**src/verilog/dcld_pkg.sv**
```systemverilog
// Shared constants, types and register map of the data-cache lock and duplicate tag block
package dcld_pkg;
	localparam int NLINES = 8;  // Data-cache lines
	localparam int IDX_W  = 3;  // Index width of both tag copies
	localparam int PA_W   = 12; // Physical line address width
	localparam int BIDX_W = 6;  // Board-level cache index width, covers IDX_W low bits

	// Register byte offsets
	localparam logic [7:0] REG_CTRL   = 8'h00;
	localparam logic [7:0] REG_STATUS = 8'h04;
	localparam logic [7:0] REG_SC_OK  = 8'h08;
	localparam logic [7:0] REG_SC_BAD = 8'h0c;
	// Field positions and reset values
	localparam int CTRL_LOCK_EN   = 0;
	localparam int CTRL_CNT_CLR   = 1;
	localparam int ST_LOCK        = 0;
	localparam int ST_FSM_LO      = 4;
	localparam int ST_PA_LO       = 16;
	localparam logic [1:0] CTRL_RESET = 2'h1;

	// Memory operation kinds
	typedef enum logic [1:0] {
		MOP_LD = 2'h0,
		MOP_ST = 2'h1,
		MOP_LL = 2'h2,
		MOP_SC = 2'h3
	} dcld_mop_e;

	// Outgoing system commands
	typedef enum logic [1:0] {
		CMD_NONE          = 2'h0,
		CMD_READ_BLOCK    = 2'h1,
		CMD_MAKE_WRITABLE = 2'h2
	} dcld_cmd_e;

	// Conditional-store sequencer states
	typedef enum logic [3:0] {
		SC_IDLE   = 4'b0001,
		SC_LAUNCH = 4'b0010,
		SC_RESP   = 4'b0100,
		SC_PINNED = 4'b1000
	} dcld_sc_e;

	// Primary (virtually indexed) line state
	typedef struct packed {
		logic            valid;
		logic [PA_W-1:0] pa;
		logic            dirty;    // Writable in the coherence protocol
		logic            modified; // Must go to the board-level cache on eviction
	} dcld_line_s;

	// Duplicate (physically indexed) tag entry
	typedef struct packed {
		logic             valid;
		logic [PA_W-1:0]  pa;
		logic [IDX_W-1:0] vidx;
	} dcld_dup_s;

	typedef struct packed {
		logic             valid;
		logic [IDX_W-1:0] vidx;
		logic [PA_W-1:0]  pa;
		logic             writable;
	} dcld_fill_s;

	typedef struct packed {
		logic             valid;
		dcld_mop_e        kind;
		logic [IDX_W-1:0] vidx;
		logic [PA_W-1:0]  pa;
		logic             older_than_ll;
		logic             firmware;
	} dcld_mop_s;

	typedef struct packed {
		logic            valid;
		logic [PA_W-1:0] pa;
	} dcld_addr_s;

	typedef struct packed {
		logic            valid;
		dcld_cmd_e       kind;
		logic [PA_W-1:0] pa;
	} dcld_cmd_s;

	typedef struct packed {
		logic            valid;
		logic            noncached;
		logic            writeback_first;
		logic [PA_W-1:0] pa;
	} dcld_ifr_s;
endpackage : dcld_pkg

```
**src/verilog/dcld_top.sv**
```systemverilog
// Data-cache modified tracking, duplicate tags and load-locked/store-conditional handling
//
// The APB slave port and the address map were decided locally.

// What this block does
// Memory fill sets the line's modified bit
// Write to dirty line sets modified; evict writes back
// Keep physically indexed duplicate of virtual tags
// Fill: alias found, write back if modified, invalidate
// Fill: evict board-index conflicting line, keep subset
// Ifetch: write back modified data-cache copy first
// Ifetch index conflict: noncached fetch, no allocate
// Probes look up duplicate tags, core unstalled
// Load-locked miss: read-block command, fill clean
// Conditional store succeeds only if resident, writable
// Outside writers must send invalidating probe first
// Commands only for nonspeculative; success always writes
// Load-locked is store-like; conditional store waits
// Ifetch matching data-cache index becomes noncached
// Conditional store interrupting pair fails in order
// Older evicting load/store: replay trap, abort lock
// Stall map after conditional store until queue empty
// Fetch bit: load-locked sets, branches predicted not-taken
// Conditional store miss fails without system transaction
// Make-writable after retire and older stores writable
// Pin line against probes until store data written
// Firmware virtual load/store clears lock flag
module dcld_top
	import dcld_pkg::*;
(
	input  wire logic        ref_clk,
	input  wire logic        rst,
	// APB register port
	input  wire logic        psel,
	input  wire logic        penable,
	input  wire logic        pwrite,
	input  wire logic [7:0]  paddr,
	input  wire logic [31:0] pwdata,
	output logic             pready,
	output logic             pslverr,
	output logic [31:0]      prdata,
	// Cache traffic
	input  wire dcld_fill_s  fill,
	input  wire dcld_mop_s   mop,
	input  wire dcld_addr_s  probe,
	input  wire dcld_addr_s  ifetch,
	input  wire logic        sc_retired,
	input  wire logic        older_st_writable,
	input  wire logic        sys_resp_valid,
	input  wire logic        sys_resp_success,
	// Issue queue and fetch
	input  wire logic        map_valid,
	input  wire dcld_mop_e   map_kind,
	input  wire logic        iq_empty,
	input  wire logic        fetch_mem_valid,
	input  wire logic        fetch_is_ll,
	// Results
	output dcld_cmd_s        cmd,
	output dcld_addr_s       wb_alias,
	output dcld_addr_s       wb_victim,
	output dcld_ifr_s        ifr,
	output logic             probe_hit,
	output logic             probe_retry,
	output logic             sc_done,
	output logic             sc_ok,
	output logic             replay_trap,
	output logic             iq_store_like,
	output logic             iq_store_wait,
	output logic             map_stall,
	output logic             predict_not_taken
);
	// Primary tags and duplicate copy
	dcld_line_s       lines_q [NLINES];
	dcld_dup_s        dup_q   [NLINES];

	// Sequencer and lock flag
	dcld_sc_e         sc_q;
	logic             lock_q;
	logic [PA_W-1:0]  lock_pa_q;
	logic [IDX_W-1:0] lock_vidx_q;

	// Line awaiting its answer
	logic [PA_W-1:0]  mw_pa_q;
	logic [IDX_W-1:0] mw_vidx_q;

	// Control and outcome counters
	logic [1:0]       ctrl_q;
	logic [15:0]      sc_ok_cnt_q;
	logic [15:0]      sc_bad_cnt_q;

	// Physical index into the duplicate tags
	function automatic logic [IDX_W-1:0] pidx(input logic [PA_W-1:0] pa);
		return pa[IDX_W-1:0];
	endfunction : pidx

	// Primary lookup: line valid and holding this physical address
	function automatic logic line_hit(input dcld_line_s l, input logic [PA_W-1:0] pa);
		return l.valid && (l.pa == pa);
	endfunction : line_hit

	// Entries read from both tag copies
	dcld_dup_s  fill_occ, probe_ent, if_ent;
	dcld_line_s fill_occ_line, fill_tgt, mop_line, if_line;

	// Fill, probe and memory-op decisions
	logic       fill_alias_ev, fill_tgt_ev, probe_found, probe_pinned;
	logic       mop_hit, lock_live, mop_evicts_lock, fw_clear, sc_start;
	logic       wb_alias_go, wb_victim_go;

	// Conditional store and fetch decisions
	logic       sc_fast_fail, sc_fast_ok, sc_slow, rb_need, mw_launch, sc_gone;
	logic       if_conflict, if_modified;

	// Fill only ever consults one duplicate slot: every line sharing the
	// board-level index also shares this slot, so alias and subset checks merge
	assign fill_occ      = dup_q[pidx(fill.pa)];
	assign fill_occ_line = lines_q[fill_occ.vidx];
	assign fill_tgt      = lines_q[fill.vidx];
	assign fill_alias_ev = fill.valid && fill_occ.valid;
	// Target slot holds another line: displaced
	assign fill_tgt_ev   = fill.valid && fill_tgt.valid &&
		!(fill_occ.valid && fill_occ.vidx == fill.vidx);
	// Only modified lines go back to the board cache
	assign wb_alias_go   = fill_alias_ev && fill_occ_line.modified;
	assign wb_victim_go  = fill_tgt_ev && fill_tgt.modified;

	// Probe search runs on the duplicate copy, beside the core pipeline
	assign probe_ent    = dup_q[pidx(probe.pa)];
	assign probe_found  = probe.valid && probe_ent.valid && probe_ent.pa == probe.pa;
	// Pinned line answers retry; prober comes back
	assign probe_pinned = probe_found && sc_q == SC_PINNED && mw_pa_q == probe.pa;

	// Memory-op lookup and lock breakers
	assign mop_line  = lines_q[mop.vidx];
	assign mop_hit   = line_hit(mop_line, mop.pa);
	// Lock counts only while its line is resident
	assign lock_live = lock_q && line_hit(lines_q[lock_vidx_q], lock_pa_q);
	// Older access to the locked slot would evict it
	assign mop_evicts_lock = mop.valid && (mop.kind == MOP_LD || mop.kind == MOP_ST) &&
		mop.older_than_ll && lock_q && mop.vidx == lock_vidx_q &&
		mop.pa != lock_pa_q;
	// Firmware-flow virtual access drops the lock
	assign fw_clear = mop.valid && mop.firmware &&
		(mop.kind == MOP_LD || mop.kind == MOP_ST);

	// Conditional store classification
	assign sc_start     = mop.valid && mop.kind == MOP_SC && sc_q == SC_IDLE;
	assign sc_fast_fail = sc_start && !(lock_live && mop_hit && mop.pa == lock_pa_q);
	// Dirty line is writable already: no traffic
	assign sc_fast_ok   = sc_start && !sc_fast_fail && mop_line.dirty;
	assign sc_slow      = sc_start && !sc_fast_fail && !mop_line.dirty;
	// Load-locked miss fetches the whole block
	assign rb_need      = mop.valid && mop.kind == MOP_LL && !mop_hit;
	// The line may vanish before launch; then no command goes out at all
	assign sc_gone      = !line_hit(lines_q[mw_vidx_q], mw_pa_q);
	// Read-block wins the shared command port; the launch simply waits a cycle
	assign mw_launch    = sc_q == SC_LAUNCH && !sc_gone && sc_retired &&
		older_st_writable && !rb_need;

	// Instruction fetch checks against the data cache
	assign if_ent      = dup_q[pidx(ifetch.pa)];
	assign if_line     = lines_q[if_ent.vidx];
	// Same slot, other address: a fill would evict it
	assign if_conflict = if_ent.valid && if_ent.pa != ifetch.pa;
	assign if_modified = if_ent.valid && if_ent.pa == ifetch.pa && if_line.modified;

	// Tag arrays; probe invalidation is applied last so it wins over a fill
	always_ff @(posedge ref_clk or posedge rst) begin
		if (rst) begin
			for (int i = 0; i < NLINES; i++) begin
				lines_q[i] <= '0;
				dup_q[i]   <= '0;
			end
		end else begin
			// Alias or conflict leaves the primary copy
			if (fill_alias_ev)
				lines_q[fill_occ.vidx].valid <= 1'b0;
			// Displaced line leaves the duplicate copy
			if (fill_tgt_ev)
				dup_q[pidx(fill_tgt.pa)].valid <= 1'b0;
			// New line is modified so it reaches the board cache
			if (fill.valid) begin
				lines_q[fill.vidx] <= '{valid: 1'b1, pa: fill.pa, dirty: fill.writable,
					modified: 1'b1};
				dup_q[pidx(fill.pa)] <= '{valid: 1'b1, pa: fill.pa, vidx: fill.vidx};
			end
			// Stores to writable lines mark them modified
			if (mop.valid && mop.kind == MOP_ST && mop_hit && mop_line.dirty)
				lines_q[mop.vidx].modified <= 1'b1;
			if (sc_fast_ok)
				lines_q[mop.vidx].modified <= 1'b1;
			// Grant makes the line writable, then data lands
			if (sc_q == SC_RESP && sys_resp_valid && sys_resp_success)
				lines_q[mw_vidx_q].dirty <= 1'b1;
			if (sc_q == SC_PINNED)
				lines_q[mw_vidx_q].modified <= 1'b1;
			// Written back ahead of the instruction fill
			if (ifetch.valid && if_modified)
				lines_q[if_ent.vidx].modified <= 1'b0;
			// Probe removes both copies unless pinned
			if (probe_found && !probe_pinned) begin
				lines_q[probe_ent.vidx].valid <= 1'b0;
				dup_q[pidx(probe.pa)].valid   <= 1'b0;
			end
		end
	end

	// Lock flag; counts only while its line is resident, so an evicted line disarms it until refilled
	always_ff @(posedge ref_clk or posedge rst) begin
		if (rst) begin
			lock_q      <= 1'b0;
			lock_pa_q   <= '0;
			lock_vidx_q <= '0;
		end else if (mop.valid && mop.kind == MOP_LL && !mop.firmware) begin
			// Lock enable off: every pair fails
			lock_q      <= ctrl_q[CTRL_LOCK_EN];
			lock_pa_q   <= mop.pa;
			lock_vidx_q <= mop.vidx;
		end else if (mop_evicts_lock || fw_clear || sc_start || sc_q == SC_PINNED) begin
			lock_q <= 1'b0;
		end else if (probe_found && !probe_pinned && probe.pa == lock_pa_q) begin
			// Another agent is about to write the line
			lock_q <= 1'b0;
		end
	end

	// Conditional store sequencer
	always_ff @(posedge ref_clk or posedge rst) begin
		if (rst) begin
			sc_q      <= SC_IDLE;
			mw_pa_q   <= '0;
			mw_vidx_q <= '0;
		end else begin
			case (sc_q)
				SC_IDLE: begin
					// Only a clean hit waits here
					if (sc_slow) begin
						sc_q      <= SC_LAUNCH;
						mw_pa_q   <= mop.pa;
						mw_vidx_q <= mop.vidx;
					end
				end
				SC_LAUNCH: begin
					// Lost line fails without going out
					if (sc_gone)
						sc_q <= SC_IDLE;
					else if (mw_launch)
						sc_q <= SC_RESP;
				end
				SC_RESP: begin
					// Refusal fails; success pins the line
					if (sys_resp_valid)
						sc_q <= sys_resp_success ? SC_PINNED : SC_IDLE;
				end
				SC_PINNED: sc_q <= SC_IDLE;
				default:   sc_q <= SC_IDLE;
			endcase
		end
	end

	// Registered command, writeback and result outputs
	always_ff @(posedge ref_clk or posedge rst) begin
		if (rst) begin
			cmd         <= '0;
			wb_alias    <= '0;
			wb_victim   <= '0;
			ifr         <= '0;
			probe_hit   <= 1'b0;
			probe_retry <= 1'b0;
			sc_done     <= 1'b0;
			sc_ok       <= 1'b0;
			replay_trap <= 1'b0;
		end else begin
			// One command port, read-block first
			cmd.valid <= rb_need || mw_launch;
			cmd.kind  <= rb_need ? CMD_READ_BLOCK : (mw_launch ? CMD_MAKE_WRITABLE : CMD_NONE);
			cmd.pa    <= rb_need ? mop.pa : mw_pa_q;
			// Address reads zero between pulses, never a stale tag
			wb_alias.valid  <= wb_alias_go;
			wb_alias.pa     <= wb_alias_go ? fill_occ.pa : '0;
			wb_victim.valid <= wb_victim_go;
			wb_victim.pa    <= wb_victim_go ? fill_tgt.pa : '0;
			// Instruction fill verdict
			ifr.valid           <= ifetch.valid;
			ifr.noncached       <= if_conflict;
			ifr.writeback_first <= if_modified;
			ifr.pa              <= ifetch.pa;
			probe_hit   <= probe_found && !probe_pinned;
			probe_retry <= probe_pinned;
			// Every way a conditional store finishes
			sc_done <= sc_fast_fail || sc_fast_ok || sc_q == SC_PINNED ||
				(sc_q == SC_LAUNCH && sc_gone) ||
				(sc_q == SC_RESP && sys_resp_valid && !sys_resp_success);
			sc_ok       <= sc_fast_ok || sc_q == SC_PINNED;
			replay_trap <= mop_evicts_lock;
		end
	end

	// Issue queue wait tracking, map stall and fetch prediction bit
	always_ff @(posedge ref_clk or posedge rst) begin
		if (rst) begin
			iq_store_like     <= 1'b0;
			iq_store_wait     <= 1'b0;
			map_stall         <= 1'b0;
			predict_not_taken <= 1'b0;
		end else begin
			// Load-locked waits like a store
			iq_store_like <= map_valid && (map_kind == MOP_ST || map_kind == MOP_LL);
			iq_store_wait <= map_valid && map_kind == MOP_SC;
			// Set wins over the queue draining in the same cycle
			if (map_valid && map_kind == MOP_SC)
				map_stall <= 1'b1;
			else if (iq_empty)
				map_stall <= 1'b0;
			// Any other memory reference clears it
			if (fetch_mem_valid)
				predict_not_taken <= fetch_is_ll;
		end
	end

	// APB slave: zero wait states, read data latched in the setup cycle
	logic apb_setup, apb_wr, addr_ok;
	assign apb_setup = psel && !penable;
	assign apb_wr    = psel && penable && pwrite;
	assign addr_ok   = paddr == REG_CTRL || paddr == REG_STATUS ||
		paddr == REG_SC_OK || paddr == REG_SC_BAD;
	assign pready    = 1'b1;
	assign pslverr   = psel && penable && !addr_ok;

	// Status word placed by field position
	logic [31:0] status_w;
	always_comb begin
		status_w                   = 32'h0;
		status_w[ST_LOCK]          = lock_q;
		status_w[ST_FSM_LO +: 4]   = sc_q;
		status_w[ST_PA_LO +: PA_W] = lock_pa_q;
	end

	always_ff @(posedge ref_clk or posedge rst) begin
		if (rst) begin
			prdata <= '0;
		end else if (apb_setup) begin
			case (paddr)
				REG_CTRL:   prdata <= {30'h0, ctrl_q};
				REG_STATUS: prdata <= status_w;
				REG_SC_OK:  prdata <= {16'h0, sc_ok_cnt_q};
				REG_SC_BAD: prdata <= {16'h0, sc_bad_cnt_q};
				default:    prdata <= 32'h0;
			endcase
		end
	end

	// Control register; the clear bit is self-clearing
	always_ff @(posedge ref_clk or posedge rst) begin
		if (rst)
			ctrl_q <= CTRL_RESET;
		else if (apb_wr && paddr == REG_CTRL)
			ctrl_q <= pwdata[1:0];
		else
			ctrl_q[CTRL_CNT_CLR] <= 1'b0;
	end

	// Outcome counters let software spot a livelocked lock sequence
	always_ff @(posedge ref_clk or posedge rst) begin
		if (rst) begin
			sc_ok_cnt_q  <= '0;
			sc_bad_cnt_q <= '0;
		end else if (ctrl_q[CTRL_CNT_CLR]) begin
			// Clear wins; a store ending now goes uncounted
			sc_ok_cnt_q  <= '0;
			sc_bad_cnt_q <= '0;
		end else if (sc_done) begin
			if (sc_ok)
				sc_ok_cnt_q <= sc_ok_cnt_q + 16'h1;
			else
				sc_bad_cnt_q <= sc_bad_cnt_q + 16'h1;
		end
	end
endmodule : dcld_top

```
**config.mk**
```make
export PLATFORM = sky130hd
export DESIGN_NAME = dcld_top
export DESIGN_NICKNAME = d
export VERILOG_FILES = /design/src/verilog/dcld_pkg.sv /design/src/verilog/dcld_top.sv
export SDC_FILE = /design/constraint.sdc
export NUM_CORES = 1
export LEC_CHECK = 0
export BUFFER_PORTS_ARGS = -buffer_cell sky130_fd_sc_hd__buf_2
export CAP_MARGIN = 0
export CORE_MARGIN = 2
export CORE_UTILIZATION = 30
export CTS_CLUSTER_DIAMETER = 200
export CTS_CLUSTER_SIZE = 40
export DETAILED_ROUTE_END_ITERATION = 7
export PLACE_DENSITY_LB_ADDON = 0.08
export SLEW_MARGIN = 5
export SYNTH_ARGS = -nofsm -noshare
export SYNTH_HDL_FRONTEND = slang
export SYNTH_SLANG_ARGS = --single-unit
export TNS_END_PERCENT = 20
```
**constraint.sdc**
```tcl
create_clock -name ref_clk -period 10.9 [get_ports ref_clk]
set_input_delay 0.545 -clock ref_clk [delete_from_list [all_inputs] [get_ports ref_clk]]
set_output_delay 0.545 -clock ref_clk [all_outputs]
set_load 0.03 [all_outputs]
```
# == After elaboration in Yosys (flattened, before gate mapping) ==
# Cells that the tools add are included.
# totals
reg_bits,414
in_bits,118
out_inout_bits,99
# classes
n_addsub,2
order_cmp,20
n_eq_ne,29
mux,93
bitwise,11
reduce_logical,101
# op_table
cell,count
$bwmux 120,8
$mux 120,8
$bwmux 128,3
$mux 128,3
$demux 15 s3,7
$bmux 15 s3,6
$mux 16,15
$mux 15,11
$bmux 16 s3,3
$demux 16 s3,3
$pmux 28 s4,1
$eq 12x12->1,8
$logic_and 1x1->1,65
$ge 4x4->1 const B,11
$not 3->4,11
$lt 4x1->1 const B,9
$mux 12,3
$add 16x1->16 const B,2
$ne 12x12->1,2
$mux 4,5
$eq 8x4->1 const B,2
$logic_or 1x1->1,14
$mux 1,13
$logic_not 1->1,12
19 further kinds,31

# == Logic depth before layout (Yosys ltp) ==
# Gate-level depths: netlist (run 1).
# depth
depth_word,25
depth_mapped,14
ltp_nobuf,8

# == Worst setup path before layout (run 1) ==
# No wires, ideal clock.
# synth_path
path_kind,input-to-reg
startpoint,input port mop[16] (netlist bit)
endpoint,register mw_pa_q[0]
setup_ns,0.125
t_arrival_ns,3.104
path_slack_ns,7.671
stages,11
cell_sequence,buf_6 -> buf_6 -> buf_4 -> a221oi_1 -> o22ai_1 -> xor2_1 -> or4_4 -> or2_4 -> nor3b_4 -> buf_4 -> mux2_2
# synth_via
elab_chain_cells,14
# synth_lines
item,line_no,text
start: declaration,dcld_top.sv:44,"input wire dcld_mop_s mop,"
$not 3->4 (not written as such) *,dcld_top.sv:134,assign mop_line = lines_q[mop.vidx];
$bmux 15 s3 *,dcld_top.sv:134,
$mux 15 (not written as such) * (2 in series),dcld_top.sv:134,
$eq 12x12->1,dcld_top.sv:98,return l.valid && (l.pa == pa);
$logic_and 1x1->1,dcld_top.sv:98,
$logic_and 1x1->1 (2 in series),dcld_top.sv:148,assign sc_fast_fail = sc_start && !(lock_live && mop_hit && mop.pa == lock_pa_q);
$logic_not 1->1,dcld_top.sv:148,
$logic_and 1x1->1,dcld_top.sv:148,
$logic_not 1->1,dcld_top.sv:151,assign sc_slow = sc_start && !sc_fast_fail && !mop_line.dirty;
$logic_and 1x1->1,dcld_top.sv:151,
$logic_and 1x1->1 *,dcld_top.sv:151,
$reduce_and 2->1 (no source line) *,--,
end signal: assignment,dcld_top.sv:239,mw_pa_q <= mop.pa;
end: declaration,dcld_top.sv:83,logic [PA_W-1:0] mw_pa_q;
# Every way passes the cells marked *; elsewhere a longest branch is shown, timed or not. The select of a mux whose other input is x is not followed.
# A chain may end at the register's enable or synchronous reset.

# == Final worst setup path (run 1) ==
# layout_path
startpoint,register lock_vidx_q[1]
endpoint,register mw_pa_q[9]
# layout_via
elab_chain_cells,15
# layout_lines
item,line_no,text
start: declaration,dcld_top.sv:80,logic [IDX_W-1:0] lock_vidx_q;
start signal: assignment,dcld_top.sv:218,lock_vidx_q <= mop.vidx;
$not 3->4 (not written as such) *,dcld_top.sv:137,"assign lock_live = lock_q && line_hit(lines_q[lock_vidx_q], lock_pa_q);"
$bmux 15 s3 *,dcld_top.sv:137,
$mux 15 (not written as such) * (2 in series),dcld_top.sv:137,
$eq 12x12->1,dcld_top.sv:98,
$logic_and 1x1->1 *,dcld_top.sv:98,
$logic_and 1x1->1 *,dcld_top.sv:137,
$logic_and 1x1->1 * (2 in series),dcld_top.sv:148,
$logic_not 1->1 *,dcld_top.sv:148,
$logic_and 1x1->1 *,dcld_top.sv:148,
$logic_not 1->1 *,dcld_top.sv:151,
$logic_and 1x1->1 * (2 in series),dcld_top.sv:151,
$reduce_and 2->1 (no source line) *,--,
# Marked as above.

==> results.yml, run 1 <==
status:
  status: "complete, no violations"
worst_setup_path:
  critical_path.max_fanout: 28
  r2r-end: "mw_pa_q[9]$_DFFE_PP0P_"
  worstSetupEndpointType: "flop"
  critPathLaunchType: "flop"
  crit_arrival_ps: 4960
  r2r_setup_slack_ps: 6430
  startpoint: "lock_vidx_q[1]$_DFFE_PP0P_"
  r2r_start: "lock_vidx_q[1]$_DFFE_PP0P_"
  required_ps: 11380
  crit_type: "reg2reg"
  r2r_cells: 9
pwr:
  leakagePower_nw: 11.0
  power_density_nw_per_um2: 158
  vdd_drop_max_mv: 0.0956
floorplan:
  start_util_pct: 30.4
  fp-row-count: 102
  die_height_um: 284
  num_io_pins: 217
  dieArea_um2: 80600
  die_x_um: 284
  coreArea_um2: 77500
placement:
  globalplace.congestion: 0.841
  dp_cells: 3112
  dp_hpwl_um: 56000
  port_buffers: 181
drt:
  drcViolationCount: 0
  routed_via_density: 5.40
  ant_nets: 0
  vias: 16900
  initialDrtViolationCount: 1299
  avgRoutedWirePerCell_um: 26.3
  routed_wl_um: 82300
  firstDrtPassIters: 5
global_route:
  antenna_found_initial: 1
  grt_pass1_vias: 17600
  gr-total-overflow: 0
  grt.total_usage_pct: 20.3
  grt.met2_usage_pct: 34.8
  grt_max_degree: 170
  gr-usage-met3_pct: 2.42
  use_met1_pct: 27.9
  gr-max-usage-layer: "met2"
  grt_pass1_wl_um: 123000
layout:
  final_cell_mix: "dfrtp_1, nand2_1, mux2_2, buf_2, mux4_2"
  final_common_cell: "dfrtp_1"
  drive_gt1_share_pct: 30.6
  area_growth_pct: 10.1
  fin_nets: 2209
  final-instance-count-excl-fill: 3132
logic_synthesis:
  syn_area_per_cell_um2: 11.8
  muxShareOfSynthArea_pct: 30.1
  synth-xor-area-share_pct: 4.39
  synthArstFlopShare_pct: 100
  synth-compound-area-share_pct: 7.08
  synth_seq_area_share_pct: 43.6
  yosys.cell_types.count: 78
  syn-instance-count: 1991
  synthFlopType: "dfrtp_1"
  synth-edff-count: 0
  ys_warn_count: 0
  synth_top_family_by_area: "multiplexers"
  ys_seq_elements: 410
  syn_area_um2: 23500
  yosys.area_share.adder_pct: 0.160
  synth-simple-area-share_pct: 11.3
sta:
  grt_setup_unrepaired: "false"
  fin_crit_sh_pct: 41.1
  max_slew_margin_pct: 19.8
  period_needed_ps: 4470
  finalMaxSlewViolations: 0
  finalSetupViolCount: 0
  final-hold-violation-count: 0
  finalSetupTns_ps: 0
  fmax_mhz: 223
  skew_ps: 52.5
  worst_slew_pin_slew_ps: 1200
min_path:
  hold_end: "ifr[14]$_DFF_PP0_"
  min_path_type: "in2reg"
  whs_path_depth: 1
  hold_start: "ifetch[12]"
cts:
  cts_hold_buf: 0
  clkTransAtPathRegs_ps: 170
  cts_tree: "yes"
  clkLatencyLatePin_ps: 580
  cts_buffers: 14
  cts.path.max_buffers: 3
  cts_sinks: 410
  clockRootBuffer: "clkbuf_16"
  cts_htree_levels: 1
  ctsResizeCount: 0
  cts_setup_buffers: 0
run:
  cap_violations: 0
[power by group]
group	internal (mW)	total (mW)	switching, mW	leakage (nW)
clock	0.260	0.782	0.522	0.200
sequential	1.76	2.03	0.274	5.11
combinational	0.620	1.27	0.649	5.73
[cells by family after synthesis]
logic type / after synthesis
simple gates: 553
mux: 495
flops: 410
compound gates: 239
buf+inv: 171
xor+xnor: 118
fa+ha+maj: 3
other cells: 2
[through the flow]
| stage | total power, mW | setup slack (ps) | util [%] | hold slack [ps] | area, um2 |
|---|---|---|---|---|---|
| 2_1_floorplan | 2.91 | 4830 | - | 457 | 23500 |
| 3_3_place_gp | 3.32 | 6180 | 32.9 | 459 | 25500 |
| 3_5_place_dp | 3.34 | 6170 | 32.9 | 466 | 25500 |
| 4_1_cts | 4.14 | 6350 | 33.4 | 31.2 | 25900 |
| 5_1_grt | 4.33 | 6210 | 33.4 | 35.5 | 25900 |
| 6_report | 4.08 | 6430 | 33.4 | 68.2 | 25900 |
[layout make-up]
class,count,area [um2]
Tap cell,1040,1300
Clock inverter,1,30.0
Antenna cell,1,2.50
Clock buffer,18,387
Fill cell,7837,51600
Sequential cell,410,10300
Inverter,25,97.6
Multi-Input combinational cell,1413,12500
Timing Repair Buffer,224,1250
[critical path, cell delays in order (launching register included)]
cell and delay, ps:
dfrtp_1 350, buf_4 480, mux4_2 580, mux2i_1 370
xor2_1 180, nand2_1 60, nor3_1 520, and4_1 560
nor3b_4 830, mux2_2 410
[how the worst max path moves through the flow]
stage	slack, ps	end	cells past startpoint
after CTS	6350	mw_pa_q[9]$_DFFE_PP0P_	9
after global placement	6180	mw_pa_q[9]$_DFFE_PP0P_	9
after detailed placement	6170	mw_pa_q[10]$_DFFE_PP0P_	9
after floorplan	4830	asynchronous set/reset pin	1
after global routing	6210	mw_pa_q[11]$_DFFE_PP0P_	9
final	6430	mw_pa_q[9]$_DFFE_PP0P_	9
[synth_stat cells (21+ instances only)]
cell type  instances  area, um2
inv_1             24       90.1
mux2i_1          124       1240
o21ai_0           42        210
nor2b_1           32        200
a22o_1            21        184
dfrtp_1          408      10200
clkbuf_1          89        334
xor2_1            53        464
xnor2_1           65        569
nand4_1           22        138
a22oi_1           24        180
mux2_2           222       2500
nand2b_1          28        175
mux4_2           141       3180
a21oi_1           44        220
buf_1             25       93.8
nor3_1            24        120
nor2_1           103        387
nand2_1          233        875
[layer usage]
| metal | up-vias | wire (um) |
|---|---|---|
| met1 | 8916 | 37200 |
| met2 | 429 | 40300 |
| li1 | 7492 | - |
| met4 | 0 | 1370 |
| met3 | 62 | 3470 |
| met5 | - | 0 |
No activity file was read; power rests on OpenSTA's default activity.
==> run 2: changes to the inputs <==
==> constraint.sdc (replaced) <==
create_clock -name ref_clk -period 4 [get_ports ref_clk]
set_input_delay 0.2 -clock ref_clk [delete_from_list [all_inputs] [get_ports ref_clk]]
set_output_delay 0.2 -clock ref_clk [all_outputs]
set_load 0.03 [all_outputs]
==> run 2 against run 1 <==
Effect of this change:
- worst hold slack got worse by 43 ps
- sequential share of layout area decreased by 1.4 points
- largest power group unchanged
- worst setup slack got worse by 6200 ps
- combinational power increased to 2.8 times the previous value
- count of clock-buffer cells in the layout unchanged
- global-route usage increased by 0.40 points
- utilization increased by 1.2 points
==> results.yml, run 2 (same netlist as run 1, synthesis figures left out) <==
drt:
  routed_via_density: 5.34
  avgRoutedWirePerCell_um: 26.2
  vias: 17200
  drcViolationCount: 0
  initialDrtViolationCount: 1157
  ant_nets: 0
  firstDrtPassIters: 5
  routed_wl_um: 84400
cts:
  clkLatencyLatePin_ps: 590
  cts_sinks: 410
  ctsResizeCount: 0
  cts_setup_buffers: 0
  cts_buffers: 14
  cts.path.max_buffers: 3
  clkTransAtPathRegs_ps: 170
  cts_htree_levels: 1
  clockRootBuffer: "clkbuf_16"
  cts_tree: "yes"
sta:
  fmax_mhz: 268
  finalSetupViolCount: 0
  finalSetupTns_ps: 0
  worst_slew_pin_slew_ps: 1130
  grt_setup_unrepaired: "false"
  skew_ps: 64.2
  finalMaxSlewViolations: 0
  final-hold-violation-count: 0
  holdWs_ps: 25.6
  period_needed_ps: 3730
  worst_slack_ps: 273
  fin_crit_sh_pct: 93.2
  max_slew_margin_pct: 24.7
floorplan:
  coreArea_um2: 77500
  start_util_pct: 30.4
  fp-row-count: 102
  dieArea_um2: 80600
  num_io_pins: 217
  die_height_um: 284
  die_x_um: 284
layout:
  final_common_cell: "dfrtp_1"
  final-instance-count-excl-fill: 3225
  fin_nets: 2303
  diodes: 0
  drive_gt1_share_pct: 31.3
  final_cell_mix: "dfrtp_1, nand2_1, mux2_2, buf_2, mux4_2"
  area_growth_pct: 14.2
worst_setup_path:
  r2r_cells: 9
  required_ps: 4470
  critical_path.max_fanout: 8
  worstSetupEndpointType: "flop"
  crit_arrival_ps: 4190
  r2r_setup_slack_ps: 320
  critPathLaunchType: "input pin"
  crit_type: "in2reg"
global_route:
  grt_max_degree: 116
  grt.total_usage_pct: 20.7
  gr-total-overflow: 0
  antenna_found_initial: 1
  grt_pass1_wl_um: 126000
  grt_pass1_vias: 17900
placement:
  port_buffers: 181
  dp_hpwl_um: 60500
  dp_cells: 3157
  globalplace.congestion: 0.859
  pre_cts_ws_ps: 99.7
run:
  cap_violations: 0
status:
  status: "complete, no violations"
pwr:
  leakagePower_nw: 11.5
  vdd_drop_max_mv: 0.267
  power_density_nw_per_um2: 420
  report.power.total_mw: 11.3
min_path:
  min_path_type: "in2reg"
  whs_path_depth: 3
run 2: cell types whose count changed in the layout (fill, tap and decap cells not counted), sizes merged:
cell / change
dlygate4sd3: +49
buf: +45
diode: -1
run 2: per-stage QoR:
stage | utilization, % | area (um2)
2_1_floorplan | - | 23500
3_3_place_gp | 33.5 | 25900
3_5_place_dp | 33.5 | 25900
4_1_cts | 34.7 | 26900
5_1_grt | 34.7 | 26900
6_report | 34.7 | 26900
run 2: final timing paths:
check,startpoint,endpoint
min in group asynchronous,rst,asynchronous set/reset pin
worst min-delay path,fill[12],flop
worst max-delay path,ifetch[0],lines_q[0]$_DFF_PP0_
worst min register to register,prdata[14]$_DFFE_PP0P_,prdata[14]$_DFFE_PP0P_
worst max register to register,flop,lines_q[0]$_DFF_PP0_
max in group asynchronous,rst,asynchronous set/reset pin
run 2: cell type report:
class | instances | area, um2
clock buffers | 18 | 387
repair buffers | 318 | 2220
multi-input cells | 1413 | 12600
well taps | 1040 | 1300
flip-flops and latches | 410 | 10300
clock inverters | 1 | 30.0
inverters | 25 | 97.6
fillers | 7832 | 50600
run 2: critical path, cell delays in order:
cell	delay (ps)
dlygate4sd3_1	520
buf_2	280
mux4_2	560
xor2_1	170
or4_1	500
a2111oi_0	700
buf_4	220
nand3_1	230
or3_1	540
nor3_1	200
a21oi_1	60
run 2: routing by layer:
metal  part of all wire [%]  vias up  global-route usage [%]
met5                      0        -                       0
met4                    1.8        0                    3.76
met3                    2.7       60                    1.53
met2                     49      376                    35.9
met1                     46     9091                    28.7
li1                       -     7704                       -
run 2: power breakdown:
| part | leakage [nW] | total (mW) | internal [mW] | switching (mW) |
|---|---|---|---|---|
| clock | 0.200 | 2.14 | 0.710 | 1.43 |
| combinational | 6.21 | 3.56 | 1.79 | 1.76 |
| sequential | 5.11 | 5.57 | 4.79 | 0.786 |
| total | 11.5 | 11.3 | 7.29 | 3.98 |
run 2: timing repair:
item / 4_1_cts / 5_1_grt
endpoints found under the hold margin: 115 / 0
setup endpoints to repair: 0 / 0
hold buffers: 49 / 0
